## src/shared/afl_pkg.sv

```systemverilog
package afl_pkg;
	// Process quantities in tenths of a unit, signed
	localparam int VAL_W = 16;
	typedef logic signed [VAL_W-1:0] afl_val_t;

	typedef enum logic [3:0] {
		FN_NONE,
		FN_IN1_HIGH, FN_IN1_LOW, FN_IN2_HIGH, FN_IN2_LOW,
		FN_EITHER_HIGH, FN_EITHER_LOW, FN_DIFF_HIGH, FN_DIFF_LOW,
		FN_OFFSET_HIGH, FN_OFFSET_LOW, FN_BAND_HIGH, FN_BAND_LOW,
		FN_DWELL_TIMER, FN_LOOP_FAILURE
	} afl_func_e;

	typedef enum logic [1:0] {
		MODE_PLAIN, MODE_LATCHED, MODE_HOLD, MODE_LATCHED_INHIBIT
	} afl_mode_e;

	// Settings of one alarm channel
	typedef struct packed {
		afl_func_e func;
		afl_mode_e mode;
		afl_val_t  level;
		afl_val_t  deviation;
		afl_val_t  hysteresis;
	} afl_chan_cfg_s;

	// Measurements shared by both channels
	typedef struct packed {
		afl_val_t   pv1;
		afl_val_t   pv2;
		afl_val_t   setpoint;
		logic [9:0] mvLevel;
	} afl_proc_s;

	// Control output limits, tenths of a percent
	localparam logic [9:0] MV_MAX = 10'h3e8;
	localparam logic [9:0] MV_MIN = 10'h000;

	// Dwell time: 16-bit count of tenths of a minute, max 6553.5 min
	localparam int DWELL_W = 16;
	// Tick period that clocks the alarm timers
	localparam int  TICK_MS = 100;
	localparam int  CLK_HZ = 20000000;
	localparam int  TICK_CYCLES = CLK_HZ / 1000 * TICK_MS;
	// One tenth minute is 60 ticks of 100 ms
	localparam int  TICKS_PER_TENTH_MIN = 60;
	// Loop break window cap, seconds; integral time in seconds
	localparam int  LB_MAX_S = 120;
	localparam int  TICKS_PER_S = 10;
	localparam int  LB_W = 12;
	localparam logic [LB_W-1:0] LB_MAX_TICKS = LB_W'(LB_MAX_S * TICKS_PER_S);
endpackage

```

## src/rtl/afl_alarm_channel.sv

```systemverilog
`timescale 1ns/1ps
module afl_alarm_channel (
	// Clock and reset
	input  wire logic                   clk,
	input  wire logic                   sys_rst,
	// Configuration and measurements
	input  wire afl_pkg::afl_chan_cfg_s cfg,
	input  wire afl_pkg::afl_proc_s     proc,
	input  wire logic                   loopAllowed,
	input  wire logic                   latchClear,
	input  wire logic                   tick,
	input  wire logic                   spReached,
	input  wire logic [7:0]             integralTime,
	input  wire logic [15:0]            dwellTime,
	// Result
	output logic                        alarmOut
);
	import afl_pkg::*;

	typedef struct packed {
		logic             cond;
		logic             out;
		logic             armed;
		logic             dwellRun;
		logic             dwellDone;
		logic [DWELL_W-1:0] dwellCnt;
		logic [5:0]       subCnt;
		logic [LB_W-1:0]  lbCnt;
		afl_val_t         lbStart;
		logic             lbSat;
		logic             lbHigh;
	} afl_ch_state_s;

	afl_ch_state_s st;
	afl_ch_state_s next_st;

	logic signed [VAL_W+1:0] diffVal;
	logic signed [VAL_W+1:0] upper;
	logic signed [VAL_W+1:0] lower;
	logic signed [VAL_W+1:0] bandHi;
	logic signed [VAL_W+1:0] bandLo;
	logic signed [VAL_W+1:0] v1;
	logic signed [VAL_W+1:0] v2;
	logic [LB_W-1:0]         lbWindow;
	logic [LB_W+1:0]         lbRaw;
	logic                    atLimit;
	logic                    isHold;
	logic                    isLatch;

	always_comb begin
		v1 = (VAL_W+2)'(proc.pv1);
		v2 = (VAL_W+2)'(proc.pv2);
		diffVal = v1 - v2;
		// Process alarms use absolute level, offset ones track the set point
		if (cfg.func inside {FN_OFFSET_HIGH, FN_OFFSET_LOW}) begin
			upper = (VAL_W+2)'(proc.setpoint) + (VAL_W+2)'(cfg.deviation);
		end else begin
			upper = (VAL_W+2)'(cfg.level);
		end
		lower = upper - (VAL_W+2)'(cfg.hysteresis);
		upper = upper + (VAL_W+2)'(cfg.hysteresis);
		bandHi = (VAL_W+2)'(proc.setpoint) + (VAL_W+2)'(cfg.deviation);
		bandLo = (VAL_W+2)'(proc.setpoint) - (VAL_W+2)'(cfg.deviation);
		lbRaw = {5'h0, integralTime, 1'b0} * (LB_W+2)'(TICKS_PER_S);
		lbWindow = (lbRaw > (LB_W+2)'(LB_MAX_TICKS)) ? LB_MAX_TICKS : lbRaw[LB_W-1:0];
		atLimit = (proc.mvLevel == MV_MAX) || (proc.mvLevel == MV_MIN);
		isHold = cfg.mode inside {MODE_HOLD, MODE_LATCHED_INHIBIT};
		isLatch = cfg.mode inside {MODE_LATCHED, MODE_LATCHED_INHIBIT};

		next_st = st;
		// Hysteresis: assert past upper, clear past lower (mirrored for low)
		unique case (cfg.func)
			FN_IN1_HIGH:    next_st.cond = st.cond ? (v1 > lower) : (v1 > upper);
			FN_IN1_LOW:     next_st.cond = st.cond ? (v1 < upper) : (v1 < lower);
			FN_IN2_HIGH:    next_st.cond = st.cond ? (v2 > lower) : (v2 > upper);
			FN_IN2_LOW:     next_st.cond = st.cond ? (v2 < upper) : (v2 < lower);
			FN_EITHER_HIGH: next_st.cond = st.cond ? (v1 > lower || v2 > lower)
			                                       : (v1 > upper || v2 > upper);
			FN_EITHER_LOW:  next_st.cond = st.cond ? (v1 < upper || v2 < upper)
			                                       : (v1 < lower || v2 < lower);
			FN_DIFF_HIGH:   next_st.cond = st.cond ? (diffVal > lower) : (diffVal > upper);
			FN_DIFF_LOW:    next_st.cond = st.cond ? (diffVal < upper) : (diffVal < lower);
			FN_OFFSET_HIGH: next_st.cond = st.cond ? (v1 > lower) : (v1 > upper);
			FN_OFFSET_LOW:  next_st.cond = st.cond ? (v1 < upper) : (v1 < lower);
			FN_BAND_HIGH:   next_st.cond = (v1 > bandHi) || (v1 < bandLo);
			FN_BAND_LOW:    next_st.cond = (v1 <= bandHi) && (v1 >= bandLo);
			FN_LOOP_FAILURE: next_st.cond = st.cond;
			default:        next_st.cond = 1'b0;
		endcase

		// Loop break: over each window the saturated output must move the process
		if (cfg.func == FN_LOOP_FAILURE && loopAllowed) begin
			if (!atLimit) begin
				next_st.lbSat = 1'b0;
				next_st.lbCnt = '0;
				next_st.cond = 1'b0;
			end else if (!st.lbSat || st.lbHigh != (proc.mvLevel == MV_MAX)) begin
				next_st.lbSat = 1'b1;
				next_st.lbHigh = (proc.mvLevel == MV_MAX);
				next_st.lbCnt = '0;
				next_st.lbStart = proc.pv1;
			end else if (tick) begin
				if (st.lbCnt + 1'b1 >= lbWindow) begin
					// Window end: alarm if no movement in the driven direction
					next_st.cond = st.lbHigh ? (proc.pv1 <= st.lbStart)
					                         : (proc.pv1 >= st.lbStart);
					next_st.lbCnt = '0;
					next_st.lbStart = proc.pv1;
				end else begin
					next_st.lbCnt = st.lbCnt + 1'b1;
				end
			end
		end else if (cfg.func == FN_LOOP_FAILURE) begin
			next_st.cond = 1'b0;
			next_st.lbSat = 1'b0;
		end

		// Holding suppresses until set point first reached; loop break skips it
		if (spReached || !isHold || cfg.func == FN_LOOP_FAILURE) begin
			next_st.armed = 1'b1;
		end

		if (cfg.func == FN_DWELL_TIMER) begin
			// Mode ignored: relay switches once the dwell time runs out, then holds
			if (!st.dwellRun && !st.dwellDone && spReached) begin
				next_st.dwellRun = 1'b1;
				next_st.dwellCnt = '0;
				next_st.subCnt = '0;
			end else if (st.dwellRun && st.dwellCnt >= dwellTime) begin
				next_st.dwellRun = 1'b0;
				next_st.dwellDone = 1'b1;
			end else if (st.dwellRun && tick) begin
				if (st.subCnt == 6'(TICKS_PER_TENTH_MIN - 1)) begin
					next_st.subCnt = '0;
					next_st.dwellCnt = st.dwellCnt + 1'b1;
				end else begin
					next_st.subCnt = st.subCnt + 1'b1;
				end
			end
			next_st.out = st.dwellDone;
		end else begin
			next_st.dwellRun = 1'b0;
			next_st.dwellDone = 1'b0;
			if (!next_st.armed) begin
				next_st.out = 1'b0;
			end else if (isLatch) begin
				// Clear only by event input, and a live condition still wins
				next_st.out = next_st.cond || (st.out && !latchClear);
			end else begin
				next_st.out = next_st.cond;
			end
		end
	end

	always_ff @(posedge clk) begin
		if (sys_rst) begin
			st <= '0;
		end else begin
			st <= next_st;
		end
	end

	assign alarmOut = st.out;

	AST_LATCH_HOLDS: assert property (@(posedge clk) disable iff (sys_rst)
		(isLatch && cfg.func != FN_DWELL_TIMER && st.out && !latchClear
		 && $stable(cfg)) |=> st.out)
		else $error("latched alarm dropped");
	AST_PLAIN_FOLLOWS: assert property (@(posedge clk) disable iff (sys_rst)
		(cfg.mode == MODE_PLAIN && cfg.func != FN_DWELL_TIMER && st.armed && $stable(cfg))
		|=> (st.out == st.cond))
		else $error("plain alarm not following condition");
	AST_HOLD_SUPPRESS: assert property (@(posedge clk) disable iff (sys_rst)
		(!st.armed && cfg.func != FN_DWELL_TIMER) |-> !st.out)
		else $error("held alarm energized");
	AST_LOOP_NO_HOLD: assert property (@(posedge clk) disable iff (sys_rst)
		(cfg.func == FN_LOOP_FAILURE) |=> st.armed)
		else $error("loop break alarm held");
	AST_DWELL_END: assert property (@(posedge clk) disable iff (sys_rst)
		(cfg.func == FN_DWELL_TIMER && st.dwellRun && st.dwellCnt >= dwellTime
		 && $stable(cfg)) |=> ##1 st.out)
		else $error("dwell relay did not switch");
	AST_LB_WINDOW: assert property (@(posedge clk) disable iff (sys_rst)
		(integralTime >= 8'(LB_MAX_S / 2)) ? (lbWindow == LB_MAX_TICKS)
		: (lbWindow == LB_W'(integralTime) * LB_W'(2 * TICKS_PER_S)))
		else $error("loop window not twice integral time");
	AST_BAND_LOW: assert property (@(posedge clk) disable iff (sys_rst)
		(cfg.func == FN_BAND_LOW && v1 < bandLo) |=> !st.cond)
		else $error("band low outside band");
	AST_DIFF_HIGH: assert property (@(posedge clk) disable iff (sys_rst)
		(cfg.func == FN_DIFF_HIGH && !st.cond && diffVal > upper) |=> st.cond)
		else $error("difference alarm missed");
endmodule

```

## src/rtl/afl_alarm_logic.sv

```systemverilog
`timescale 1ns/1ps
module afl_alarm_logic (
	// Clock and reset
	input  wire logic                   clk,
	input  wire logic                   sys_rst,
	// Channel settings
	input  wire afl_pkg::afl_chan_cfg_s alarm1Cfg,
	input  wire afl_pkg::afl_chan_cfg_s alarm2Cfg,
	input  wire logic                   output2AlarmDuty,
	input  wire logic [15:0]            dwellTime,
	input  wire logic [7:0]             integralTime,
	// Event input, already qualified by its function setting
	input  wire logic                   eventLatchClear,
	// Measurements
	input  wire afl_pkg::afl_proc_s     proc,
	// Results
	output logic                        alarm1Out,
	output logic                        alarm2Out,
	output logic                        configError
);
	import afl_pkg::*;

	typedef struct packed {
		logic [21:0] tickCnt;
		logic        tick;
		logic        spReached;
		logic        cfgErr;
		logic        a1;
		logic        a2;
	} afl_top_state_s;

	afl_top_state_s st;
	afl_top_state_s next_st;
	logic           ch1Raw;
	logic           ch2Raw;

	always_comb begin
		next_st = st;
		next_st.tick = 1'b0;
		if (st.tickCnt == 22'(TICK_CYCLES - 1)) begin
			next_st.tickCnt = '0;
			next_st.tick = 1'b1;
		end else begin
			next_st.tickCnt = st.tickCnt + 1'b1;
		end
		// Sticky from first arrival at set point until reset (power cycle)
		if (proc.pv1 >= proc.setpoint) begin
			next_st.spReached = 1'b1;
		end
		next_st.cfgErr = (alarm1Cfg.func == FN_DWELL_TIMER)
		              && (alarm2Cfg.func == FN_DWELL_TIMER);
		next_st.a1 = ch1Raw;
		next_st.a2 = output2AlarmDuty && ch2Raw;
	end

	always_ff @(posedge clk) begin
		if (sys_rst) begin
			st <= '0;
		end else begin
			st <= next_st;
		end
	end

	afl_alarm_channel uCh1 (
		.clk          (clk),
		.sys_rst      (sys_rst),
		.cfg          (alarm1Cfg),
		.proc         (proc),
		.loopAllowed  (1'b1),
		.latchClear   (eventLatchClear),
		.tick         (st.tick),
		.spReached    (st.spReached),
		.integralTime (integralTime),
		.dwellTime    (dwellTime),
		.alarmOut     (ch1Raw)
	);

	afl_alarm_channel uCh2 (
		.clk          (clk),
		.sys_rst      (sys_rst),
		.cfg          (alarm2Cfg),
		.proc         (proc),
		.loopAllowed  (output2AlarmDuty),
		.latchClear   (eventLatchClear),
		.tick         (st.tick),
		.spReached    (st.spReached),
		.integralTime (integralTime),
		.dwellTime    (dwellTime),
		.alarmOut     (ch2Raw)
	);

	assign alarm1Out = st.a1;
	assign alarm2Out = st.a2;
	assign configError = st.cfgErr;

	AST_CFG_ERR: assert property (@(posedge clk) disable iff (sys_rst)
		(alarm1Cfg.func == FN_DWELL_TIMER && alarm2Cfg.func == FN_DWELL_TIMER) |=> configError)
		else $error("dual timer not flagged");
	AST_OUTPUT2_ASSIGNMENT_DUTY: assert property (@(posedge clk) disable iff (sys_rst)
		!output2AlarmDuty |=> !alarm2Out)
		else $error("alarm two active without duty");
endmodule

```

## config.mk

```make
export PLATFORM = sky130hd
export DESIGN_NAME = afl_alarm_logic
export DESIGN_NICKNAME = d
export VERILOG_FILES = /design/src/shared/afl_pkg.sv /design/src/rtl/afl_alarm_channel.sv /design/src/rtl/afl_alarm_logic.sv
export SDC_FILE = /design/constraint.sdc
export NUM_CORES = 1
export LEC_CHECK = 0
export BUFFER_PORTS_ARGS = -buffer_cell sky130_fd_sc_hd__buf_4
export CAP_MARGIN = 20
export CORE_MARGIN = 1.5
export CORE_UTILIZATION = 30
export DETAILED_ROUTE_END_ITERATION = 10
export SYNTH_ARGS = -nofsm -noshare
export SYNTH_HDL_FRONTEND = slang
export SYNTH_HIERARCHICAL = 1
export SYNTH_SLANG_ARGS = --single-unit
```

## constraint.sdc

```tcl
create_clock -name clk -period 10.9 [get_ports clk]
set_input_delay 2.18 -clock clk [delete_from_list [all_inputs] [get_ports clk]]
set_output_delay 2.18 -clock clk [all_outputs]
set_load 0.01 [all_outputs]
```

==> results of run 1 <==
-- routing by layer --
metal	wire, µm	track usage, %	vias up
met5	69	0	-
met4	1620	4.30	12
met1	39500	25.8	11400
li1	-	-	12400
met3	4960	2.48	82
met2	35800	30.1	619
-- report_power, final --
part	internal, mW	switching, mW
Combinational	0.735	1.07
Clock	0.363	0.237
Sequential	0.522	0.0111
-- through the flow --
step,area [µm²],power (mW),util (%)
floorplan,25400,1.82,-
global placement,28000,2.29,33.5
detailed placement,28000,2.31,33.5
CTS,28600,2.93,34.2
global route,28600,3.18,34.2
finish,28600,2.94,34.2
-- synth_stat cells, types with 27 or more instances --
| master | n | share of area, % |
|---|---|---|
| nand3b_1 | 27 | 0.80 |
| nor2b_1 | 55 | 1.4 |
| nor2_1 | 318 | 4.7 |
| xor2_1 | 56 | 1.9 |
| mux2i_1 | 46 | 1.8 |
| a21o_1 | 93 | 2.7 |
| nand3_1 | 85 | 1.7 |
| a21oi_1 | 291 | 5.7 |
| a31oi_1 | 30 | 0.74 |
| a211oi_1 | 35 | 1.0 |
| inv_1 | 316 | 4.7 |
| or3_1 | 33 | 0.81 |
| xnor2_1 | 152 | 5.2 |
| o211ai_1 | 30 | 0.89 |
| nand2b_1 | 54 | 1.3 |
| o21ai_0 | 137 | 2.7 |
| dfxtp_1 | 141 | 11 |
| ha_1 | 541 | 27 |
| o31ai_1 | 30 | 0.89 |
| o21bai_1 | 38 | 1.1 |
| clkbuf_1 | 51 | 0.75 |
| and3_1 | 51 | 1.3 |
| o21a_1 | 33 | 0.98 |
| nand2_1 | 154 | 2.3 |
| nor3_1 | 70 | 1.4 |
| nand4_1 | 71 | 1.7 |
-- cells in the final DEF (no fill, tap or decap), types with 12 or more instances in the layout --
cell | netlist | final
a211o_1 | 12 | 12
a211oi_1 | 35 | 35
a21boi_0 | 17 | 17
a21o_1 | 93 | 93
a21oi_1 | 291 | 291
a31oi_1 | 30 | 30
and2_1 | 19 | 19
and3_1 | 51 | 51
buf_4 | 1 | 205
clkbuf_16 | 0 | 17
dfxtp_1 | 141 | 141
fa_1 | 12 | 12
ha_1 | 541 | 541
inv_1 | 316 | 316
mux2i_1 | 46 | 46
nand2_1 | 154 | 154
nand2b_1 | 54 | 54
nand3_1 | 85 | 85
nand3b_1 | 27 | 27
nand4_1 | 71 | 71
nor2_1 | 318 | 315
nor2b_1 | 55 | 55
nor3_1 | 70 | 70
nor4_1 | 17 | 17
o211ai_1 | 30 | 30
o21a_1 | 33 | 33
o21ai_0 | 137 | 137
o21bai_1 | 38 | 38
o31ai_1 | 30 | 30
or2_2 | 12 | 12
or3_1 | 33 | 33
or4_1 | 19 | 19
xnor2_1 | 152 | 152
xor2_1 | 56 | 56
-- registers in the layout, summed over array words and instances, names as in the netlist --
register,cells
st,24
uCh2/alarmOut,1
uCh2/st,56
uCh1/alarmOut,1
configError,1
alarm1Out,1
uCh1/st,56
alarm2Out,1
-- layout make-up --
cell class                      count  area (µm²)  share of cell area [%]
Clock buffer                       20         437                    1.53
Inverter                          323        1210                    4.24
Tap cell                         1134        1420                    4.96
Multi-Input combinational cell   2776       21000                    73.5
Sequential cell                   141        2820                    9.86
Timing Repair Buffer              205        1540                    5.38
Antenna cell                        3        7.51                  0.0262
Clock inverter                     12         163                   0.568
-- worst max-delay path, delay by kind of cell --
kind,cells,cell delay (ns)
compound gates,13,2.33
simple gates,9,2.14
fa+ha+maj,4,1.60
buf+inv,4,0.58
xor+xnor,1,0.23
mux,1,0.11
-- final timing paths --
check             slack, ns   startpoint          end  cells past startpoint
setup reg to reg       6.93  uCh2/st[20]  uCh2/st[11]                     14
setup / recovery       2.05     proc[10]  uCh2/st[56]                     32
hold reg to reg        0.46   uCh2/st[1]   uCh2/st[1]                      2
hold / removal         0.46   uCh2/st[1]   uCh2/st[1]                      2
-- cells by family after synthesis --
group,after synthesis,share of synthesized area [%]
DFF,141,11.1
buffers and inverters,398,6.18
AOI/OAI and AO/OA,900,23.8
muxes,46,1.81
and+or+nand+nor,1053,21.7
adders and majority gates,562,28.0
xor gates and xnor gates,210,7.35
other,3,0.0443
==> run metrics, run 1 <==
status finished, final reports clean; FFs w/ async S/R, synth 0%; clk_skew 0.0114 ns; cts bufs inserted 17; final setup violation count 0; drt initial violations 1,536; dpl ws 1.78 ns; antenna violations before repair 9; Worst path slowest cell ha_1; Core ar. 83,700 µm²; PD cells 103 nW/µm²; max_cap viols 0; Syn Std Cell Area 25,400 µm²; chip width 294 µm; Post-Route WL 82,000 µm; post-route antenna net violation count 0; crit-path max FO 18; CTS tree yes; Hold WC Path Type flop to flop; FP Rows 106; placed wire-length estimate 67,100 µm; Yosys reg bits 141; later-pin clock latency in the skew report 0.43 ns; Post-synth EDFFs 0; Least-Margin Pin Slew 1.08 ns; synthesized instance count 3,313; post-CTS sizing 0; YS warnings 6; Worst Setup Start Kind input pin; Post-CTS Repair Setup Buffers 0; clk slew on worst S/H paths 0.07 ns; Clock Path Buffers 2; most frequent CP cell a21oi_1; max incr delay on CP 0.68 ns; Final Hold Slack 0.465 ns; GRT overflow 0; vias in the first global route 23,200; Tcrit/Tclk final 81.2%; CP required 11.19 ns; drt drc 0; Final Hold Viols 0; Root Buffer clkbuf_16; Primary FF master, synth dfxtp_1; CTS sink cnt 141; Final Instance Count excl. Fillers 4,614; H-Tree Depth 4; via count 24,500; Avg Cell Area, Syn 7.67 µm²; Final Critical Period 8.85 ns; GPL Wtd Cong 0.924; Slew Limit Fails 0; Vias per Instance 5.31; count of cell types in the netlist 114; Max-slew headroom 28.0%; fin nets 4,211; initial core utilization 30.4%; wire per inst 17.8 µm; I/O Buffers 196; LEAKAGE 13.0 nW; largest net degree at the start of global routing 50; first-pass GRT wire length 128,000 µm; Hold-fix buffers, CTS 0; die area 86,400 µm²; # IOs 197; Cells after DPL 4,578; fmax 113 MHz; WP data arrival 9.14 ns; sequential area share after synthesis 11.1%; Chip Height 294 µm; Fill cells 8,998; critical path class input pin to flop; P&R area growth vs syn 12.7%; GRT Util Overall 18.5%; share of layout cells above drive strength 1 9.43%; CP Capture Type flop; Max rail drop VDD 0.000117 V; setup TNS 0 ns; final worst slack 2.05 ns; TritonRoute pass-1 iters 5; RSZ-0062 raised after global routing false
No activity file was read; power rests on OpenSTA's default activity.
==> inputs of run 2 (changes only) <==
Settings changed: ABC_AREA from default to 1.
Clock period 10.9 ns to 8.9 ns, I/O delays scaled along.
==> run metrics, run 2 <==
Worst Setup Start Kind input pin; Post-Route WL 83,400 µm (+1.7%); H-Tree Depth 4 (unchanged); placed wire-length estimate 69,400 µm (+3.3%); die area 85,700 µm² (-0.85%); fin nets 4,775 (+13%); Syn Std Cell Area 25,200 µm² (-0.86%); share of layout cells above drive strength 1 9.06% (-0.37 points); Slew Limit Fails 0 (unchanged); total stage count of the critical path 40 (+25%); Post-synth EDFFs 0 (unchanged); via count 25,700 (+4.7%); PD cells 124 nW/µm² (+21%); fmax 125 MHz; Hold WC Path Type flop to flop; post-route antenna net violation count 0 (unchanged); GRT overflow 0 (unchanged); register area 2820 µm² (unchanged); FFs w/ async S/R, synth 0% (unchanged); cts bufs inserted 17 (unchanged); Clock Path Buffers 2 (unchanged); Yosys reg bits 141 (unchanged); Reg2Reg Depth 20 (+6); WP data arrival 8.34 ns (-0.80 ns); Hold-fix buffers, CTS 0 (unchanged); crit path from alarm1Cfg[17]; CP Capture Point uCh1/alarmOut; post-CTS sizing 0 (unchanged); max_cap viols 0 (unchanged); TritonRoute pass-1 iters 5 (unchanged); Chip Height 293 µm (-0.43%); clk_skew 0.00954 ns (-0.00191 ns); Root Buffer clkbuf_16; worst r2r dst uCh2/st[7]; most common cell after layout, fill and taps aside nand2_1; setup TNS 0 ns (unchanged); count leader, synth nand2_1; Worst path slowest cell xor2_1; YS warnings 6 (unchanged); Fill cells 9,140 (+1.6%); most frequent CP cell nand2_1; reg2reg start uCh2/st[18]; Core ar. 83,400 µm² (-0.32%); CTS sink cnt 141 (unchanged); Top Family by Delay on Critical Path simple AND/OR/NAND/NOR gates; count of cell types in the netlist 70 (-39%); initial core utilization 30.2% (-0.17 points); Max-slew headroom 41.2% (+13 points); critical path class input pin to flop; simple-gate portion of the synthesized area 28.0% (+6.3 points); Tcrit/Tclk final 90.1%; CP Capture Type flop; RSZ-0062 raised after global routing false; Synth area leader ha_1; Primary FF master, synth dfxtp_1; clk slew on worst S/H paths 0.06 ns (about the same); later-pin clock latency in the skew report 0.43 ns (about the same); footprint of the multi-input gates 19,700 µm² (-6.4%); I/O Buffers 196 (unchanged); main area contributors after synthesis ha_1 (27%), nand2_1 (12%), dfxtp_1 (11%); crit path buf inv count 5 (+1); synth cell count leaders nand2_1 (780), inv_1 (612), ha_1 (541), a21oi_1 (343), nor2_1 (321); Final Critical Period 8.02 ns; drt drc 0 (unchanged); GPL Wtd Cong 0.939 (+1.6%); largest family of logic cells by synthesized area simple AND/OR/NAND/NOR gates; FP Rows 106 (unchanged); Max rail drop VDD 0.000140 V (+20%); largest net degree at the start of global routing 45 (-10%); CP required 9.23 ns (-1.96 ns); chip width 293 µm (-0.43%); P&R area growth vs syn 12.6%; Synth Area in Compound Gates 16.3% (-7.5 points); synthesized instance count 3,856 (+16%); crit-path max FO 3 (-15); drt initial violations 1,810 (+18%); reg2reg setup slack 4.59 ns (-2.34 ns); most frequent cells in the layout nand2_1 (780), inv_1 (612), ha_1 (541); top cell type's share of synthesized area 26.9% (+0.23 points); final core occ 34.0% (-0.23 points); wire per inst 16.3 µm (-8.4%); Least-Margin Pin Slew 0.878 ns (-0.201 ns); vias in the first global route 23,800 (+2.8%); sequential area share after synthesis 11.2% (+0.097 points); Vias per Instance 5.01 (-5.7%); LEAKAGE 14.6 nW (+12%); antenna violations before repair 16 (+7); xor and xnor area share after synthesis 6.01% (-1.3 points); max incr delay on CP 0.53 ns (-0.15 ns); Avg Cell Area, Syn 6.53 µm² (-15%); CTS tree yes; first-pass GRT wire length 128,000 µm (+0.16%); final setup violation count 0 (unchanged); # IOs 197 (unchanged); post-synthesis mux area share 0% (-1.8 points); status finished, final reports clean; Final Hold Viols 0 (unchanged); Post-CTS Repair Setup Buffers 0 (unchanged); largest registers uCh1/st (56), uCh2/st (56), st (24); GRT Util Overall 18.9% (+0.42 points); adder-cell share of the synthesized area 27.8% (-0.14 points)
[run 2: layout make-up]
class / instances / share of cell area [%]
clock buffer: 25 / 1.75
inverter: 633 / 8.40
antenna: 5 / 0.0441
multi-input combinational: 3030 / 69.4
tap: 1080 / 4.77
timing repair buffer: 205 / 5.43
sequential: 141 / 9.96
clock inverter: 5 / 0.207
[run 2: per-layer routing]
layer	up-vias	global-route usage [%]	part of all wire [%]
met4	12	5.84	2.9
met1	11600	26.4	49
met2	695	30.1	43
li1	13200	-	-
met5	-	0	0.094
met3	107	2.43	5.5
[run 2: how the worst min path moves through the flow]
stage / startpoint / endpoint / slack, ns / cells past startpoint
final: uCh1/st[13] / uCh1/st[13] / 0.46 / 2
after global routing: uCh2/st[12] / uCh2/st[12] / 0.47 / 2
after CTS: uCh2/st[9] / uCh2/st[9] / 0.46 / 2
after detailed placement: uCh2/st[9] / uCh2/st[9] / 0.45 / 2
after global placement: uCh2/st[54] / uCh2/st[54] / 0.44 / 2
after floorplan: uCh1/alarmOut / alarm1Out / 0.40 / 2
[run 2: through the flow]
step	setup slack (ns)	hold WS (ns)	instances	power [mW]	instance area, µm²
2_1_floorplan	2.21	0.403	3857	2.20	25200
3_3_place_gp	0.711	0.442	5089	2.78	27800
3_5_place_dp	0.614	0.451	5089	2.81	27800
4_1_cts	1.06	0.460	5119	3.52	28300
5_1_grt	0.306	0.471	5123	3.86	28300
6_report	0.885	0.457	5124	3.52	28300
[run 2: cells by family after synthesis]
group                    after synthesis
AND/OR/NAND/NOR                     1595
other                                  3
adder cells (fa/ha/maj)              553
XOR/XNOR                             172
flip-flops                           141
AO/OA/AOI/OAI                        706
buffers and inverters                686
[run 2: worst min-delay path: stages (launching register included)]
cell	delay (ns)
dfxtp_1	0.29
inv_1	0.06
a21oi_1	0.05
[run 2: where the power goes]
part           internal, mW  switching [mW]
sequential            0.638          0.0104
clock                 0.411           0.272
combinational         0.796            1.40
total                  1.85            1.68
